[config.mk]
export PLATFORM = sky130hd
export DESIGN_NAME = pmb_master
export DESIGN_NICKNAME = d
export VERILOG_FILES = /design/src/shared/pmb_pkg.sv /design/src/design/pmb_master.sv /design/src/design/pmb_sync.sv
export SDC_FILE = /design/constraint.sdc
export NUM_CORES = 1
export LEC_CHECK = 0
export ABC_AREA = 1
export ABC_CLOCK_PERIOD_IN_PS = 1700
export BUFFER_PORTS_ARGS = -buffer_cell sky130_fd_sc_hd__buf_4
export CORE_ASPECT_RATIO = 0.7
export CORE_MARGIN = 2
export CORE_UTILIZATION = 35
export DETAILED_ROUTE_END_ITERATION = 7
export PLACE_DENSITY = 0.55
export SYNTH_ARGS = -nofsm -noshare
export SYNTH_HDL_FRONTEND = slang
export SYNTH_SLANG_ARGS = --single-unit
[constraint.sdc]
create_clock -name ref_clk -period 1.7 [get_ports ref_clk]
set_input_delay 0.17 -clock ref_clk [delete_from_list [all_inputs] [get_ports ref_clk]]
set_output_delay 0.17 -clock ref_clk [all_outputs]
set_load 0.005 [all_outputs]
[src/shared/pmb_pkg.sv]
// Purpose: constants and types for the pci master bus interface
// Assumes: apb register window, 32-bit words
// Notes: command codes are the bus's own encodings
package pmb_pkg;
  // -------------------------------------------------------------
  // bus commands
  // -------------------------------------------------------------
  localparam logic [3:0] CMD_MEM_READ = 4'h6;
  localparam logic [3:0] CMD_MEM_WRITE = 4'h7;
  localparam logic [3:0] CMD_MEM_READ_MULT = 4'hC;
  localparam logic [3:0] CMD_MEM_READ_LINE = 4'hE;
  localparam logic [3:0] BE_ALL = 4'h0;
  // -------------------------------------------------------------
  // register offsets (byte addresses)
  // -------------------------------------------------------------
  localparam logic [7:0] OFS_CONTROL = 8'h00;
  localparam logic [7:0] OFS_ADDR = 8'h04;
  localparam logic [7:0] OFS_WDATA = 8'h08;
  localparam logic [7:0] OFS_START = 8'h0C;
  localparam logic [7:0] OFS_STATUS = 8'h10;
  localparam logic [7:0] OFS_RDATA = 8'h14;
  localparam logic [7:0] OFS_PCICMD = 8'h18;
  // -------------------------------------------------------------
  // control field positions
  // -------------------------------------------------------------
  localparam int CTL_BREAD_BIT = 6;
  localparam int CTL_EXTENDED_REQUEST_HOLD_BIT = 8;
  localparam int CTL_TX_BURST_COMMAND_SELECT_BIT = 9;
  localparam int CTL_STYLE_LSB = 16;
  localparam int CTL_STOP_BIT = 24;
  localparam int CTL_SUSPEND_REQUEST_BIT_BIT = 25;
  localparam int CTL_SRESET_BIT = 26;
  localparam int PCICMD_STEP_BIT = 7;
  localparam logic [7:0] STYLE_BURST = 8'h03;
  localparam logic [31:0] CONTROL_RESET = 32'h0000_0000;
  localparam logic [7:0] LEN_RESET = 8'h01;
  // -------------------------------------------------------------
  // types
  // -------------------------------------------------------------
  typedef enum logic [1:0] {KIND_INIT, KIND_DESC, KIND_TXBUF, KIND_RXBUF} pmb_kind_t;
  typedef enum {ST_IDLE, ST_REQ, ST_ADDR, ST_DATA, ST_TURN} pmb_state_t;
  typedef struct packed {
    logic [31:0] ad;
    logic [3:0] cbe;
    logic adOe;
    logic frameN;
    logic irdyN;
    logic ctlOe;
  } pmb_drive_t;
endpackage

[src/design/pmb_master.sv]
// Purpose: pci bus master interface, requests bus and runs dma transactions
// Assumes: bus pins synchronised by two flops; apb slave for registers
// Notes: terminations, preemption and master abort are not handled
//
// Function
// memory read for init, descriptors, nonburst tx
// memory write for descriptor and rx writes
// never issue other commands
// after grant wait frame and irdy idle
// no address stepping, stepping bit zero
// burst without extended request: drop req at frame
// burst with extended request: hold req to last
// request held until grant, stop ignored
// hardware or software reset drops req
// nonburst reads use memory read, all lanes
// several nonburst reads, req until last frame
// irdy right after address phase
// hold irdy until trdy seen
// burst reads need enable; descriptors need style three
// burst init/descriptor reads use memory read
// tx burst reads: line or multiple by select
// burst address low bits zero, all lanes
// one burst per mastership period
// frame drops when second-to-last phase completes
// writes nonburst memory write with exact lanes
// several nonburst writes, req until last frame
// writes zero wait state after address phase
// start only with grant and idle bus
//
// Design decisions made here: the placing of the registers and the APB interface to the registers.
`timescale 1ns/1ns
module pmb_master import pmb_pkg::*; #(
  parameter int LEN_W = 8
) (
  input wire logic ref_clk,
  input wire logic nrst,
  input wire logic psel,
  input wire logic penable,
  input wire logic pwrite,
  input wire logic [7:0] paddr,
  input wire logic [31:0] pwdata,
  output logic [31:0] prdata,
  output logic pready,
  output logic pslverr,
  input wire logic gntN,
  input wire logic frameInN,
  input wire logic irdyInN,
  input wire logic trdyInN,
  input wire logic devselInN,
  input wire logic [31:0] adIn,
  output logic reqN,
  output logic [31:0] adOut,
  output logic adOe,
  output logic [3:0] cbeOut,
  output logic frameOutN,
  output logic irdyOutN,
  output logic ctlOe
);
  // -------------------------------------------------------------
  // pin synchronisers
  // -------------------------------------------------------------
  logic [4:0] pinsS;
  logic [31:0] adS;
  logic gntS, frameS, irdyS, trdyS, devselS;

  pmb_sync #(.W(5), .INIT(5'h1F)) uSyncCtl (
    .ref_clk(ref_clk),
    .nrst(nrst),
    .d({gntN, frameInN, irdyInN, trdyInN, devselInN}),
    .q(pinsS)
  );
  pmb_sync #(.W(32), .INIT(32'h0000_0000)) uSyncAd (
    .ref_clk(ref_clk),
    .nrst(nrst),
    .d(adIn),
    .q(adS)
  );
  assign {gntS, frameS, irdyS, trdyS, devselS} = pinsS;

  // -------------------------------------------------------------
  // registers
  // -------------------------------------------------------------
  logic [31:0] control;
  logic [31:0] dmaAddr;
  logic [31:0] wdata;
  logic [31:0] rdata;
  logic [1:0] kind;
  logic isWrite;
  logic [3:0] wrLanes;
  logic [LEN_W-1:0] count;
  logic [LEN_W-1:0] left;
  logic busy;
  logic done;
  logic startPulse;
  pmb_state_t state;
  logic useBurst;
  logic [3:0] cmd;
  logic softReset;
  logic wrEn;

  assign wrEn = psel && penable && pwrite;
  assign startPulse = wrEn && (paddr == OFS_START) && !busy;
  assign softReset = control[CTL_SRESET_BIT];

  always_ff @(posedge ref_clk or negedge nrst) begin
    if (!nrst) begin
      control <= CONTROL_RESET;
      dmaAddr <= 32'h0000_0000;
      wdata <= 32'h0000_0000;
    end else if (wrEn) begin
      if (paddr == OFS_CONTROL) begin
        control <= pwdata;
      end else if (paddr == OFS_ADDR) begin
        dmaAddr <= pwdata;
      end else if (paddr == OFS_WDATA) begin
        wdata <= pwdata;
      end
    end else if (softReset) begin
      control[CTL_SRESET_BIT] <= 1'b0;
    end
  end

  // start word: [1:0] kind, [2] write, [7:4] lanes, [15:8] phase count
  always_ff @(posedge ref_clk or negedge nrst) begin
    if (!nrst) begin
      kind <= 2'b00;
      isWrite <= 1'b0;
      wrLanes <= 4'h0;
      count <= LEN_W'(LEN_RESET);
    end else if (startPulse) begin
      kind <= pwdata[1:0];
      isWrite <= pwdata[2];
      wrLanes <= pwdata[7:4];
      count <= (pwdata[15:8] == 8'h00) ? LEN_W'(LEN_RESET) : LEN_W'(pwdata[15:8]);
    end
  end

  // apb: zero wait state, unmapped reads zero with error
  always_ff @(posedge ref_clk or negedge nrst) begin
    if (!nrst) begin
      prdata <= 32'h0000_0000;
      pready <= 1'b0;
      pslverr <= 1'b0;
    end else begin
      pready <= psel && !penable;
      pslverr <= 1'b0;
      prdata <= 32'h0000_0000;
      if (psel && !penable) begin
        if (paddr == OFS_CONTROL) begin
          prdata <= control;
        end else if (paddr == OFS_ADDR) begin
          prdata <= dmaAddr;
        end else if (paddr == OFS_WDATA) begin
          prdata <= wdata;
        end else if (paddr == OFS_START) begin
          prdata <= 32'h0000_0000;
        end else if (paddr == OFS_STATUS) begin
          prdata <= {29'h0, done, busy, reqN};
        end else if (paddr == OFS_RDATA) begin
          prdata <= rdata;
        end else if (paddr == OFS_PCICMD) begin
          prdata <= 32'h0000_0000;
        end else begin
          pslverr <= 1'b1;
        end
      end
    end
  end

  // -------------------------------------------------------------
  // command and mode selection
  // -------------------------------------------------------------
  always_comb begin
    useBurst = 1'b0;
    if (!isWrite && control[CTL_BREAD_BIT] && count > LEN_W'(1)) begin
      if (kind == KIND_DESC) begin
        useBurst = (control[CTL_STYLE_LSB +: 8] == STYLE_BURST);
      end else begin
        useBurst = 1'b1;
      end
    end
  end

  always_comb begin
    if (isWrite) begin
      cmd = CMD_MEM_WRITE; // see
    end else if (useBurst && kind == KIND_TXBUF) begin
      cmd = control[CTL_TX_BURST_COMMAND_SELECT_BIT] ? CMD_MEM_READ_MULT : CMD_MEM_READ_LINE;
    end else begin
      cmd = CMD_MEM_READ; // see see see
    end
  end

  // -------------------------------------------------------------
  // bus state machine
  // -------------------------------------------------------------
  logic busIdle;
  logic lastPhase;
  logic [31:0] curAddr;
  assign busIdle = frameS && irdyS;
  assign lastPhase = (left == LEN_W'(1));

  always_ff @(posedge ref_clk or negedge nrst) begin
    if (!nrst) begin
      state <= ST_IDLE;
      reqN <= 1'b1;
      adOut <= 32'h0000_0000;
      adOe <= 1'b0;
      cbeOut <= BE_ALL;
      frameOutN <= 1'b1;
      irdyOutN <= 1'b1;
      ctlOe <= 1'b0;
      left <= '0;
      curAddr <= 32'h0000_0000;
      busy <= 1'b0;
      done <= 1'b0;
      rdata <= 32'h0000_0000;
    end else if (softReset) begin
      state <= ST_IDLE;
      reqN <= 1'b1;
      adOe <= 1'b0;
      frameOutN <= 1'b1;
      irdyOutN <= 1'b1;
      ctlOe <= 1'b0;
      busy <= 1'b0;
    end else begin
      if (wrEn && paddr == OFS_STATUS && pwdata[2]) begin
        done <= 1'b0;
      end
      case (state)
        ST_IDLE: begin
          if (startPulse) begin
            busy <= 1'b1;
            reqN <= 1'b0;
            left <= LEN_W'(pwdata[15:8] == 8'h00 ? LEN_RESET : pwdata[15:8]);
            curAddr <= {dmaAddr[31:2], 2'b00};
            state <= ST_REQ;
          end
        end
        ST_REQ: begin
          // request stays up regardless of stop or suspend bits; see
          if (!gntS && busIdle) begin // see
            adOut <= curAddr;
            adOe <= 1'b1;
            cbeOut <= cmd;
            frameOutN <= 1'b0;
            ctlOe <= 1'b1;
            state <= ST_ADDR;
            if (useBurst) begin
              reqN <= control[CTL_EXTENDED_REQUEST_HOLD_BIT] ? 1'b0 : 1'b1;
            end else if (lastPhase) begin
              reqN <= 1'b1; // see
            end
          end
        end
        ST_ADDR: begin
          irdyOutN <= 1'b0; // see
          adOe <= isWrite;
          adOut <= wdata;
          cbeOut <= isWrite ? wrLanes : BE_ALL; // see see
          if (!useBurst || lastPhase) begin
            frameOutN <= 1'b1;
            if (useBurst) begin
              reqN <= 1'b1;
            end
          end
          state <= ST_DATA;
        end
        ST_DATA: begin
          if (!trdyS && !devselS) begin
            if (!isWrite) begin
              rdata <= adS;
            end
            left <= left - LEN_W'(1);
            curAddr <= curAddr + 32'h0000_0004;
            if (lastPhase) begin
              irdyOutN <= 1'b1;
              state <= ST_TURN;
            end else if (useBurst) begin
              if (left == LEN_W'(2)) begin
                frameOutN <= 1'b1;
                reqN <= 1'b1;
              end
            end else begin
              irdyOutN <= 1'b1;
              frameOutN <= 1'b1;
              state <= ST_TURN;
            end
          end
        end
        ST_TURN: begin
          adOe <= 1'b0;
          ctlOe <= 1'b0;
          if (left == '0) begin
            busy <= 1'b0;
            done <= 1'b1;
            state <= ST_IDLE;
          end else begin
            state <= ST_REQ; // see
          end
        end
        default: begin
          state <= ST_IDLE;
        end
      endcase
    end
  end
endmodule

[src/design/pmb_sync.sv]
// Purpose: two-stage synchroniser for bus pins
// Assumes: single clock ref_clk
// Notes: first stage read by the second only
`timescale 1ns/1ns
module pmb_sync import pmb_pkg::*; #(
  parameter int W = 1,
  parameter logic [W-1:0] INIT = '0
) (
  input wire logic ref_clk,
  input wire logic nrst,
  input wire logic [W-1:0] d,
  output logic [W-1:0] q
);
  logic [W-1:0] meta;

  always_ff @(posedge ref_clk or negedge nrst) begin
    if (!nrst) begin
      meta <= INIT;
      q <= INIT;
    end else begin
      meta <= d;
      q <= meta;
    end
  end
endmodule

# Yosys cells after proc, flatten, opt, wreduce, memory -nomap -nowiden
# Cells that the tools add are included.
classes:
  magnitude_cmp: 1
  bitwise_logic: 4
  muxes: 79
  addsub: 2
  reduce_logical: 46
  n_eq_ne: 31
op_table:
  columns: ["cell", "n"]
  rows:
  - ["two-way mux 32 bit", 16]
  - ["case mux 32 bit (5 select lines)", 1]
  - ["case mux 32 bit (2 select lines)", 2]
  - ["equality test 32 x 2 -> 1 bit (second input constant)", 2]
  - ["two-way mux 1 bit", 43]
  - ["adder 32 x 3 -> 32 bit (second input constant)", 1]
  - ["equality test 32 x 1 -> 1 bit (second input constant)", 1]
  - ["equality test 32 x 3 -> 1 bit (second input constant)", 1]
  - ["zero test 32 bit", 1]
  - ["two-way mux 27 bit", 1]
  - ["!= test 3 bit (second input constant)", 9]
  - ["equality test 8 x 5 -> 1 bit (second input constant)", 3]
  - ["zero test 8 bit", 3]
  - ["two-way mux 8 bit", 3]
  - ["equality test 8 x 2 -> 1 bit (second input constant)", 2]
  - ["equality test 8 x 4 -> 1 bit (second input constant)", 2]
  - ["two-way mux 4 bit", 4]
  - ["case mux 8 bit (2 select lines)", 1]
  - ["AND reduction 4 bit", 4]
  - ["logical AND 1 bit", 13]
  - ["!= test 4 bit (second input constant)", 3]
  - ["AND reduction 3 bit", 4]
  - ["AND reduction 10 bit", 1]
  - ["nonzero test 3 bit", 3]
  - ["21 further kinds", 39]
totals:
  wordCells: 191
  output_inout_bits: 75
  reg_bits: 366

# Logic depth before layout (Yosys ltp)
# Gate-level depths: netlist of run 1.
depth:
  word_depth: 9
  mapped_depth: 12
  depth_no_buf: 12

# By module
# From an unflattened synthesis of run 1, not the netlist that was laid out.
unflattened:
  cells_unflattened: 1604
  hier_area_um2: 14243.7
by_module_without_submodules:
  columns: ["mod", "area_each_um2", "seq_area_each_um2", "instances", "cells_each"]
  rows:
  - ["pmb_master", 12379.4, 6510.0, 1, 1530]
  - ["pmb_sync (uSyncAd)", 1601.5, 1601.5, 1, 64]
  - ["pmb_sync (uSyncCtl)", 262.8, 262.8, 1, 10]

# Worst setup path after synthesis of run 1
# Ideal clock, no wire load.
synth_timing:
  path_kind: "register -> register"
  from: "reg curAddr[3]"
  to: "reg curAddr[20]"
  required_ps: 1577
  arrival_ps: 1438
  stages_incl_launch_ff: 11
  setup_time_ps: 123
  path_slack_ps: 139
  path_cell_list: "dfrtp_1 ha_1 nand2_1 nor2_2 nand3_1 nor2_2 nand2_1 o21ai_1 nand2_1 nand2_1 o21ai_1"
synth_via:
  elab_chain_cells: 3
synth_rtl:
  columns: ["element", "line", "rtl"]
  rows:
  - ["start: declaration", "pmb_master.sv:199", "logic [31:0] curAddr;"]
  - ["start signal: assignment", "pmb_master.sv:236", "curAddr <= {dmaAddr[31:2], 2'b00};"]
  - ["start signal: assignment", "pmb_master.sv:275", "curAddr <= curAddr + 32'h0000_0004;"]
  - ["adder 32 x 3 -> 32 bit", "pmb_master.sv:275", null]
  - ["two-way mux 32 bit", "pmb_master.sv:270", "if (!trdyS && !devselS) begin"]
  - ["case mux 32 bit (2 select lines)", "pmb_master.sv:230", "case (state)"]
# Every way passes these cells. The select of a mux whose other input is x is not followed.
# A chain may end at the register's enable or synchronous reset.

# Worst setup path after layout of run 1
layout_timing:
  from: "in paddr[2]"
  to: "reg prdata[5]"
layout_via:
  elab_chain_cells: 8
  elab_cells_between_ends: 13
  classes_between: "eq/ne: 5; mux: 7; reduce/logical: 1"
layout_rtl:
  columns: ["element", "line", "rtl"]
  rows:
  - ["start: declaration", "pmb_master.sv:40", "input wire logic [7:0] paddr,"]
  - ["equality test 8 x 5 -> 1 bit", "pmb_master.sv:159", "end else if (paddr == OFS_RDATA) begin"]
  - ["two-way mux 32 bit", "pmb_master.sv:159", null]
  - ["two-way mux 32 bit", "pmb_master.sv:157", "end else if (paddr == OFS_STATUS) begin"]
  - ["two-way mux 32 bit", "pmb_master.sv:155", "end else if (paddr == OFS_START) begin"]
  - ["two-way mux 32 bit", "pmb_master.sv:153", "end else if (paddr == OFS_WDATA) begin"]
  - ["two-way mux 32 bit", "pmb_master.sv:151", "end else if (paddr == OFS_ADDR) begin"]
  - ["two-way mux 32 bit *", "pmb_master.sv:149", "if (paddr == OFS_CONTROL) begin"]
  - ["two-way mux 32 bit *", "pmb_master.sv:148", "if (psel && !penable) begin"]
  - ["end signal: assignment", "pmb_master.sv:150", "prdata <= control;"]
  - ["end signal: assignment", "pmb_master.sv:152", "prdata <= dmaAddr;"]
  - ["end signal: assignment", "pmb_master.sv:154", "prdata <= wdata;"]
  - ["end: declaration", "pmb_master.sv:42", "output logic [31:0] prdata,"]
# Every way passes the cells marked *; elsewhere a longest branch is shown, timed or not.

==> impl_metrics.ini, run 1 <==
[layout]
syn_to_final_growth_pct = 35.2
final_util_pct = 48.2
drive_gt1_share_pct = 22.8
finalNetCount = 2048
antenna_cells = 0

[worst_setup_path]
start_kind = input pin
crit_type = in2reg
crit_fanout = 7
end_kind = flop
worstPathRequired_ns = 2.13
worstPathArrival_ns = 2.13

[power]
ir_worst_vdd_mv = 0.837
power.density_nw_per_um2 = 1440
pwr-share-clk_pct = 29.0
p_switching_mw = 9.47
total_power_mw = 27.6
p_seq_share_pct = 38.4
p_leak_nw = 9.43
p_sw_share_pct = 34.3
share_comb_of_total_power_pct = 32.5
p_int_mw = 18.1

[synthesis]
ys_ff_latch = 334
syn_area_per_cell_um2 = 8.69
yosys_most_used_dff = dfrtp_1
async_reset_ff_share_pct = 100
synth_common_cells = nand2_1, dfrtp_1, o21ai_0, nor2_1, inv_1
synth_area_leaders = dfrtp_1, nand2_1, o21ai_0
netlist.area_leader.share_pct = 56.4
yosysSeqAreaShare_pct = 58.8
synth.cell_area_um2 = 14200
synthCells = 1637
synth_nets = 1723
yosysMostFrequentCell = nand2_1
synth_edf_count = 0
yosys_warnings = 0
synth_cell_type_count = 46
synth_top_cell_by_area = dfrtp_1

[route]
vias_per_cell = 4.92
ant_nets = 0
vias = 12400
totalWireLength_um = 45300
drc = 0
wl_per_cell_um = 17.9
dr.first_iter.drc_count = 1002
firstDrtPassIters = 5

[floorplanning]
num_rows = 61
dieArea_um2 = 42300
ios = 157
die-height_um = 173
initial_utilization_pct = 35.7
die_w_um = 245
core_area_um2 = 39900

[clocking]
clkTransAtPathRegs_ns = 0.06
clk_latency_ns = 0.54
cts_buffer_depth = 3
cts_tree = built
cts_sinks = 334
cts-buffers-inserted = 36
ctsHtreeMaxLevel = 2
root_buffer = clkbuf_16

[global_route]
grt_max_degree = 63
grt_use_total_pct = 21.2
grt-ovfl-total = 0
grt_pass1_vias = 12000
grt_first_pass_wirelength_um = 69500
antenna_found_initial = 2

[sta]
hold_violations = 0
skew_ns = 0.0215
finalCritPeriodShare_pct = 99.8
fin_crit_ns = 1.70
relSlewSlack_pct = 70.5
maxClockFrequency_mhz = 589
worst_pin_slew_ns = 0.442
hold_ws_ns = 0.0203
setup_viol_count_final = 0
slew_viol_final = 0
rsz0062_at_grt = yes
setup_slack_ns = 0.00290

[place]
portBuffers = 156
hpwl_um = 33100
place_ws_ns = -0.182
place.gp.congestion = 0.862

[job]
cap_violations = 0

[worst_hold_path]
hold_path.class = in2reg

[run_status]
status = finished clean
[worst paths after layout]
| check | endpoint | slack [ns] | depth (start not counted) | startpoint |
|---|---|---|---|---|
| hold / removal | wdata[4] | 0.02 | 3 | pwdata[4] |
| hold reg to reg | uSyncAd.q[29] | 0.35 | 0 | uSyncAd.meta[29] |
| min in group asynchronous | adOut[10] | 0.13 | 2 | nrst |
| setup reg to reg | curAddr[29] | 0.03 | 11 | state[2] |
| max in group asynchronous | uSyncCtl.meta[1] | 0.83 | 3 | nrst |
| setup / recovery | prdata[5] | 0.003 | 12 | paddr[2] |
[stage by stage]
step	cells	TNS, ns	instance area [um2]
floorplan	1637	0	14200
global placement	2385	-1.29	17000
detailed placement	2385	-3.28	17000
CTS	2518	0	19000
global route	2523	-1.30	19200
finish	2523	0	19200
[flip-flops by register name (all words and copies together) (netlist names), 2 cells and up]
signal	count
rdata	32
control	32
wdata	32
adOut	32
cbeOut	4
uSyncCtl.q	5
uSyncAd.q	32
uSyncAd.meta	32
uSyncCtl.meta	5
dmaAddr	32
kind	2
prdata	32
state	3
wrLanes	4
left	8
curAddr	30
count	7
[critical path: stages]
cell and delay (ns):
dlygate4sd3_1 0.54, buf_4 0.15, inv_1 0.08, nor3_2 0.05
nand2_1 0.16, inv_2 0.09, nor2_2 0.13, buf_4 0.19
nand2_1 0.06, o21ai_0 0.30, buf_4 0.17, inv_1 0.03
[metal layers]
layer	global-route usage, %	wire length, um
met5	0	27
met2	31.9	20000
met3	4.97	3090
met1	30.8	21300
met4	4.98	882
[layout make-up]
cell class                      instances  area, um2
Fill cell                            3831      20700
Sequential cell                       334       8380
Multi-Input combinational cell       1049       5030
Timing Repair Buffer                  361       3240
Clock buffer                           47       1040
Inverter                              180        702
Tap cell                              535        669
Clock inverter                         17        169
[power groups by stage]
stage          Sequential (mW)  Clock (mW)  Combinational, mW
5_1_grt                   10.8        8.54               9.90
4_1_cts                   10.6        8.20               8.57
3_3_place_gp              10.7           0               8.07
3_5_place_dp              10.7           0               8.22
6_report                  10.6        8.01               8.98
2_1_floorplan             10.4           0               4.57
[what timing repair did]
item / CTS / global route
hold endpoints to repair: 410 / 0
gates cloned: 1 / 1
setup buffers: 1 / 4
endpoints found under the setup margin: 51 / 72
pin swaps: 0 / 8
gates resized for setup: 12 / 63
hold buffers: 67 / 0
[logic make-up after synthesis]
family | count (synthesis) | share of synthesized area (%)
multiplexers | 8 | 0.633
buffers and inverters | 254 | 7.13
XOR/XNOR | 5 | 0.308
AND/OR/NAND/NOR | 665 | 19.0
flip-flops | 334 | 58.8
AO/OA/AOI/OAI | 367 | 13.8
adder cells (fa/ha/maj) | 4 | 0.352
[layout by cell type (no fill, tap or decap), types with 10 or more instances in the layout]
cell type / Yosys / routed
a21oi_1: 87 / 84
a31oi_1: 33 / 33
buf_12: 0 / 24
buf_4: 2 / 264
clkbuf_16: 0 / 38
dfrtp_1: 321 / 316
dfstp_2: 13 / 13
dlygate4sd3_1: 0 / 67
inv_1: 173 / 169
nand2_1: 396 / 381
nand2_2: 2 / 15
nand3_1: 50 / 47
nand4_1: 11 / 11
nor2_1: 174 / 153
nor2_2: 3 / 19
nor3_1: 14 / 10
o21ai_0: 197 / 193
o21ai_1: 17 / 20
Power figures use the tool's default switching activity.
==> run 2: changes to the inputs <==
- GPL_ROUTABILITY_DRIVEN: not set -> 1
- REMOVE_ABC_BUFFERS: not set -> 1
==> run 2 against run 1 <==
  * Via count is 0.68% lower
  * Flip-flop and latch count did not move
  * Critical path depth decreased by 1
  * Fmax is 2.1% higher
  * Setup slack gained 0.035 ns
  * Wire length is 2.1% lower
  * Clock skew shrank 0.011 ns
  * Non-clock buffer count is 2 lower
  * First-iteration DRC count shrank 8.7%
  * Final cell count decreased by 0.20%
  * Clock power shrank 7.6%
  * Final area is 0.73% lower
  * Critical endpoint is now curAddr[20]
==> impl_metrics.ini, run 2 (same netlist as run 1, synthesis figures left out) <==
[route]
vias_per_cell = 4.90
totalWireLength_um = 44300
top_layer_used = met4
drc = 0
vias = 12300
route.met3.wl_um = 2430
met1_length_um = 21700
firstDrtPassIters = 5
wl_per_cell_um = 17.6
ant_nets = 0
dr.first_iter.drc_count = 915
wl_met2_um = 19300

[worst_setup_path]
worstPathArrival_ns = 2.08
rr_endpoint = curAddr[20]
end_kind = flop
reg2reg_from = curAddr[2]
cp_common_cell = nand2_1
crit_fanout = 5
crit_type = reg2reg
start_kind = flop
reg2reg_slack_ns = 0.04
r2r_cells = 11
worstPathRequired_ns = 2.11
slowest_stage = dfrtp_1
worstPathCellList = ha_2 -> nand2_2 -> nor2_4 -> nand3_2 -> nor2_2 -> buf_6 -> nand2_4 -> o21ai_2 -> nand2_1 -> nand2_1 -> o21ai_1
crit_path_max_incr_delay_ns = 0.37

[global_route]
grt_max_degree = 62
grt-ovfl-total = 0
grt_use_total_pct = 20.6
grt_pass1_vias = 12000
grt_first_pass_wirelength_um = 68100
antenna_found_initial = 0

[worst_hold_path]
min_from = pwdata[17]
hold-path-cell-count = 3
min_to = wdata[17]
hold_path.class = in2reg

[clocking]
clk_latency_ns = 0.53
cts_tree = built
clkTransAtPathRegs_ns = 0.06
cts-buffers-inserted = 35
root_buffer = clkbuf_16
cts_sinks = 334
ctsHtreeMaxLevel = 2
cts_buffer_depth = 3

[layout]
seqCellArea_um2 = 8380
final_common_cell = nand2_1
fillers = 3841
syn_to_final_growth_pct = 34.2
final_cells = 2518
fin_area_um2 = 19100
drive_gt1_share_pct = 21.5
layout_common_cells = nand2_1, dfrtp_1, buf_4, o21ai_0, inv_1
multi_input_area_um2 = 5010
finalNetCount = 2045

[place]
hpwl_um = 31100
portBuffers = 156
placed_area_um2 = 17000
placed_cells_incl_taps = 2381
place.gp.congestion = 0.872

[sta]
hold_violations = 0
rsz0062_at_grt = yes
finalCritPeriodShare_pct = 97.8
relSlewSlack_pct = 57.6
skew_ns = 0.0109
maxClockFrequency_mhz = 602
setup_viol_count_final = 0
fin_crit_ns = 1.66
worst_pin_slew_ns = 0.637
slew_viol_final = 0

[floorplanning]
die-height_um = 173
initial_utilization_pct = 35.7
die_w_um = 245
num_rows = 61
core_area_um2 = 39900
dieArea_um2 = 42300
ios = 157

[power]
p_leak_nw = 9.39
total_power_mw = 27.2
power.density_nw_per_um2 = 1430
ir_worst_vdd_mv = 0.654

[job]
cap_violations = 0

[run_status]
status = finished clean
## run 2: critical path, delay by kind of cell (launching register included)
family,cells,cell delay (ns)
flip-flops,1,0.37
adder cells (fa/ha/maj),1,0.21
buffers and inverters,1,0.14
AO/OA/AOI/OAI,2,0.20
AND/OR/NAND/NOR,7,0.63
## run 2: metrics by stage
step	hold slack, ns	util [%]	TNS (ns)	worst slack, ns
final	0.00953	47.8	0	0.0380
after floorplan	-0.126	-	-119.88	-1.06
after global routing	0.0245	47.8	-0.452	-0.0775
after CTS	0.000543	47.0	0	0.00225
after global placement	0.186	42.6	-0.238	-0.0926
after detailed placement	0.188	42.6	-1.21	-0.0714
## run 2: layout make-up
type	instances	share of cell area [%]
Sequential cell	334	43.9
Antenna cell	1	0.0131
Inverter	180	3.62
Timing Repair Buffer	359	17.1
Multi-Input combinational cell	1049	26.2
Clock inverter	9	0.387
Tap cell	535	3.51
Clock buffer	51	5.28
## run 2: timing repair
action,4_1_cts,5_1_grt
gates resized for setup,6,60
endpoints found under the hold margin,142,0
pin swaps,0,13
cloned,0,4
hold buffers,66,0
buffers inserted,0,6
endpoints found under the setup margin,41,77
## run 2: worst max path at each step
| stage | start | end | slack [ns] |
|---|---|---|---|
| after floorplan | state[1] | rdata[0] | -1.06 |
| after global routing | curAddr[2] | curAddr[20] | -0.08 |
| final | curAddr[2] | curAddr[20] | 0.04 |
| after detailed placement | paddr[7] | prdata[17] | -0.07 |
| after global placement | paddr[7] | prdata[17] | -0.09 |
| after CTS | state[0] | curAddr[26] | 0.002 |
## run 2: metal layers
| layer | global-route usage [%] | vias up |
|---|---|---|
| li1 | - | 5937 |
| met5 | 0 | - |
| met1 | 31.0 | 6013 |
| met4 | 4.67 | 0 |
| met2 | 31.0 | 316 |
| met3 | 3.17 | 71 |
## run 2: power breakdown
| part | switching, mW | total, mW | internal (mW) |
|---|---|---|---|
| sequential | 1.05 | 10.5 | 9.47 |
| clock | 3.14 | 7.40 | 4.27 |
| combinational | 5.24 | 9.29 | 4.05 |
| total | 9.43 | 27.2 | 17.8 |
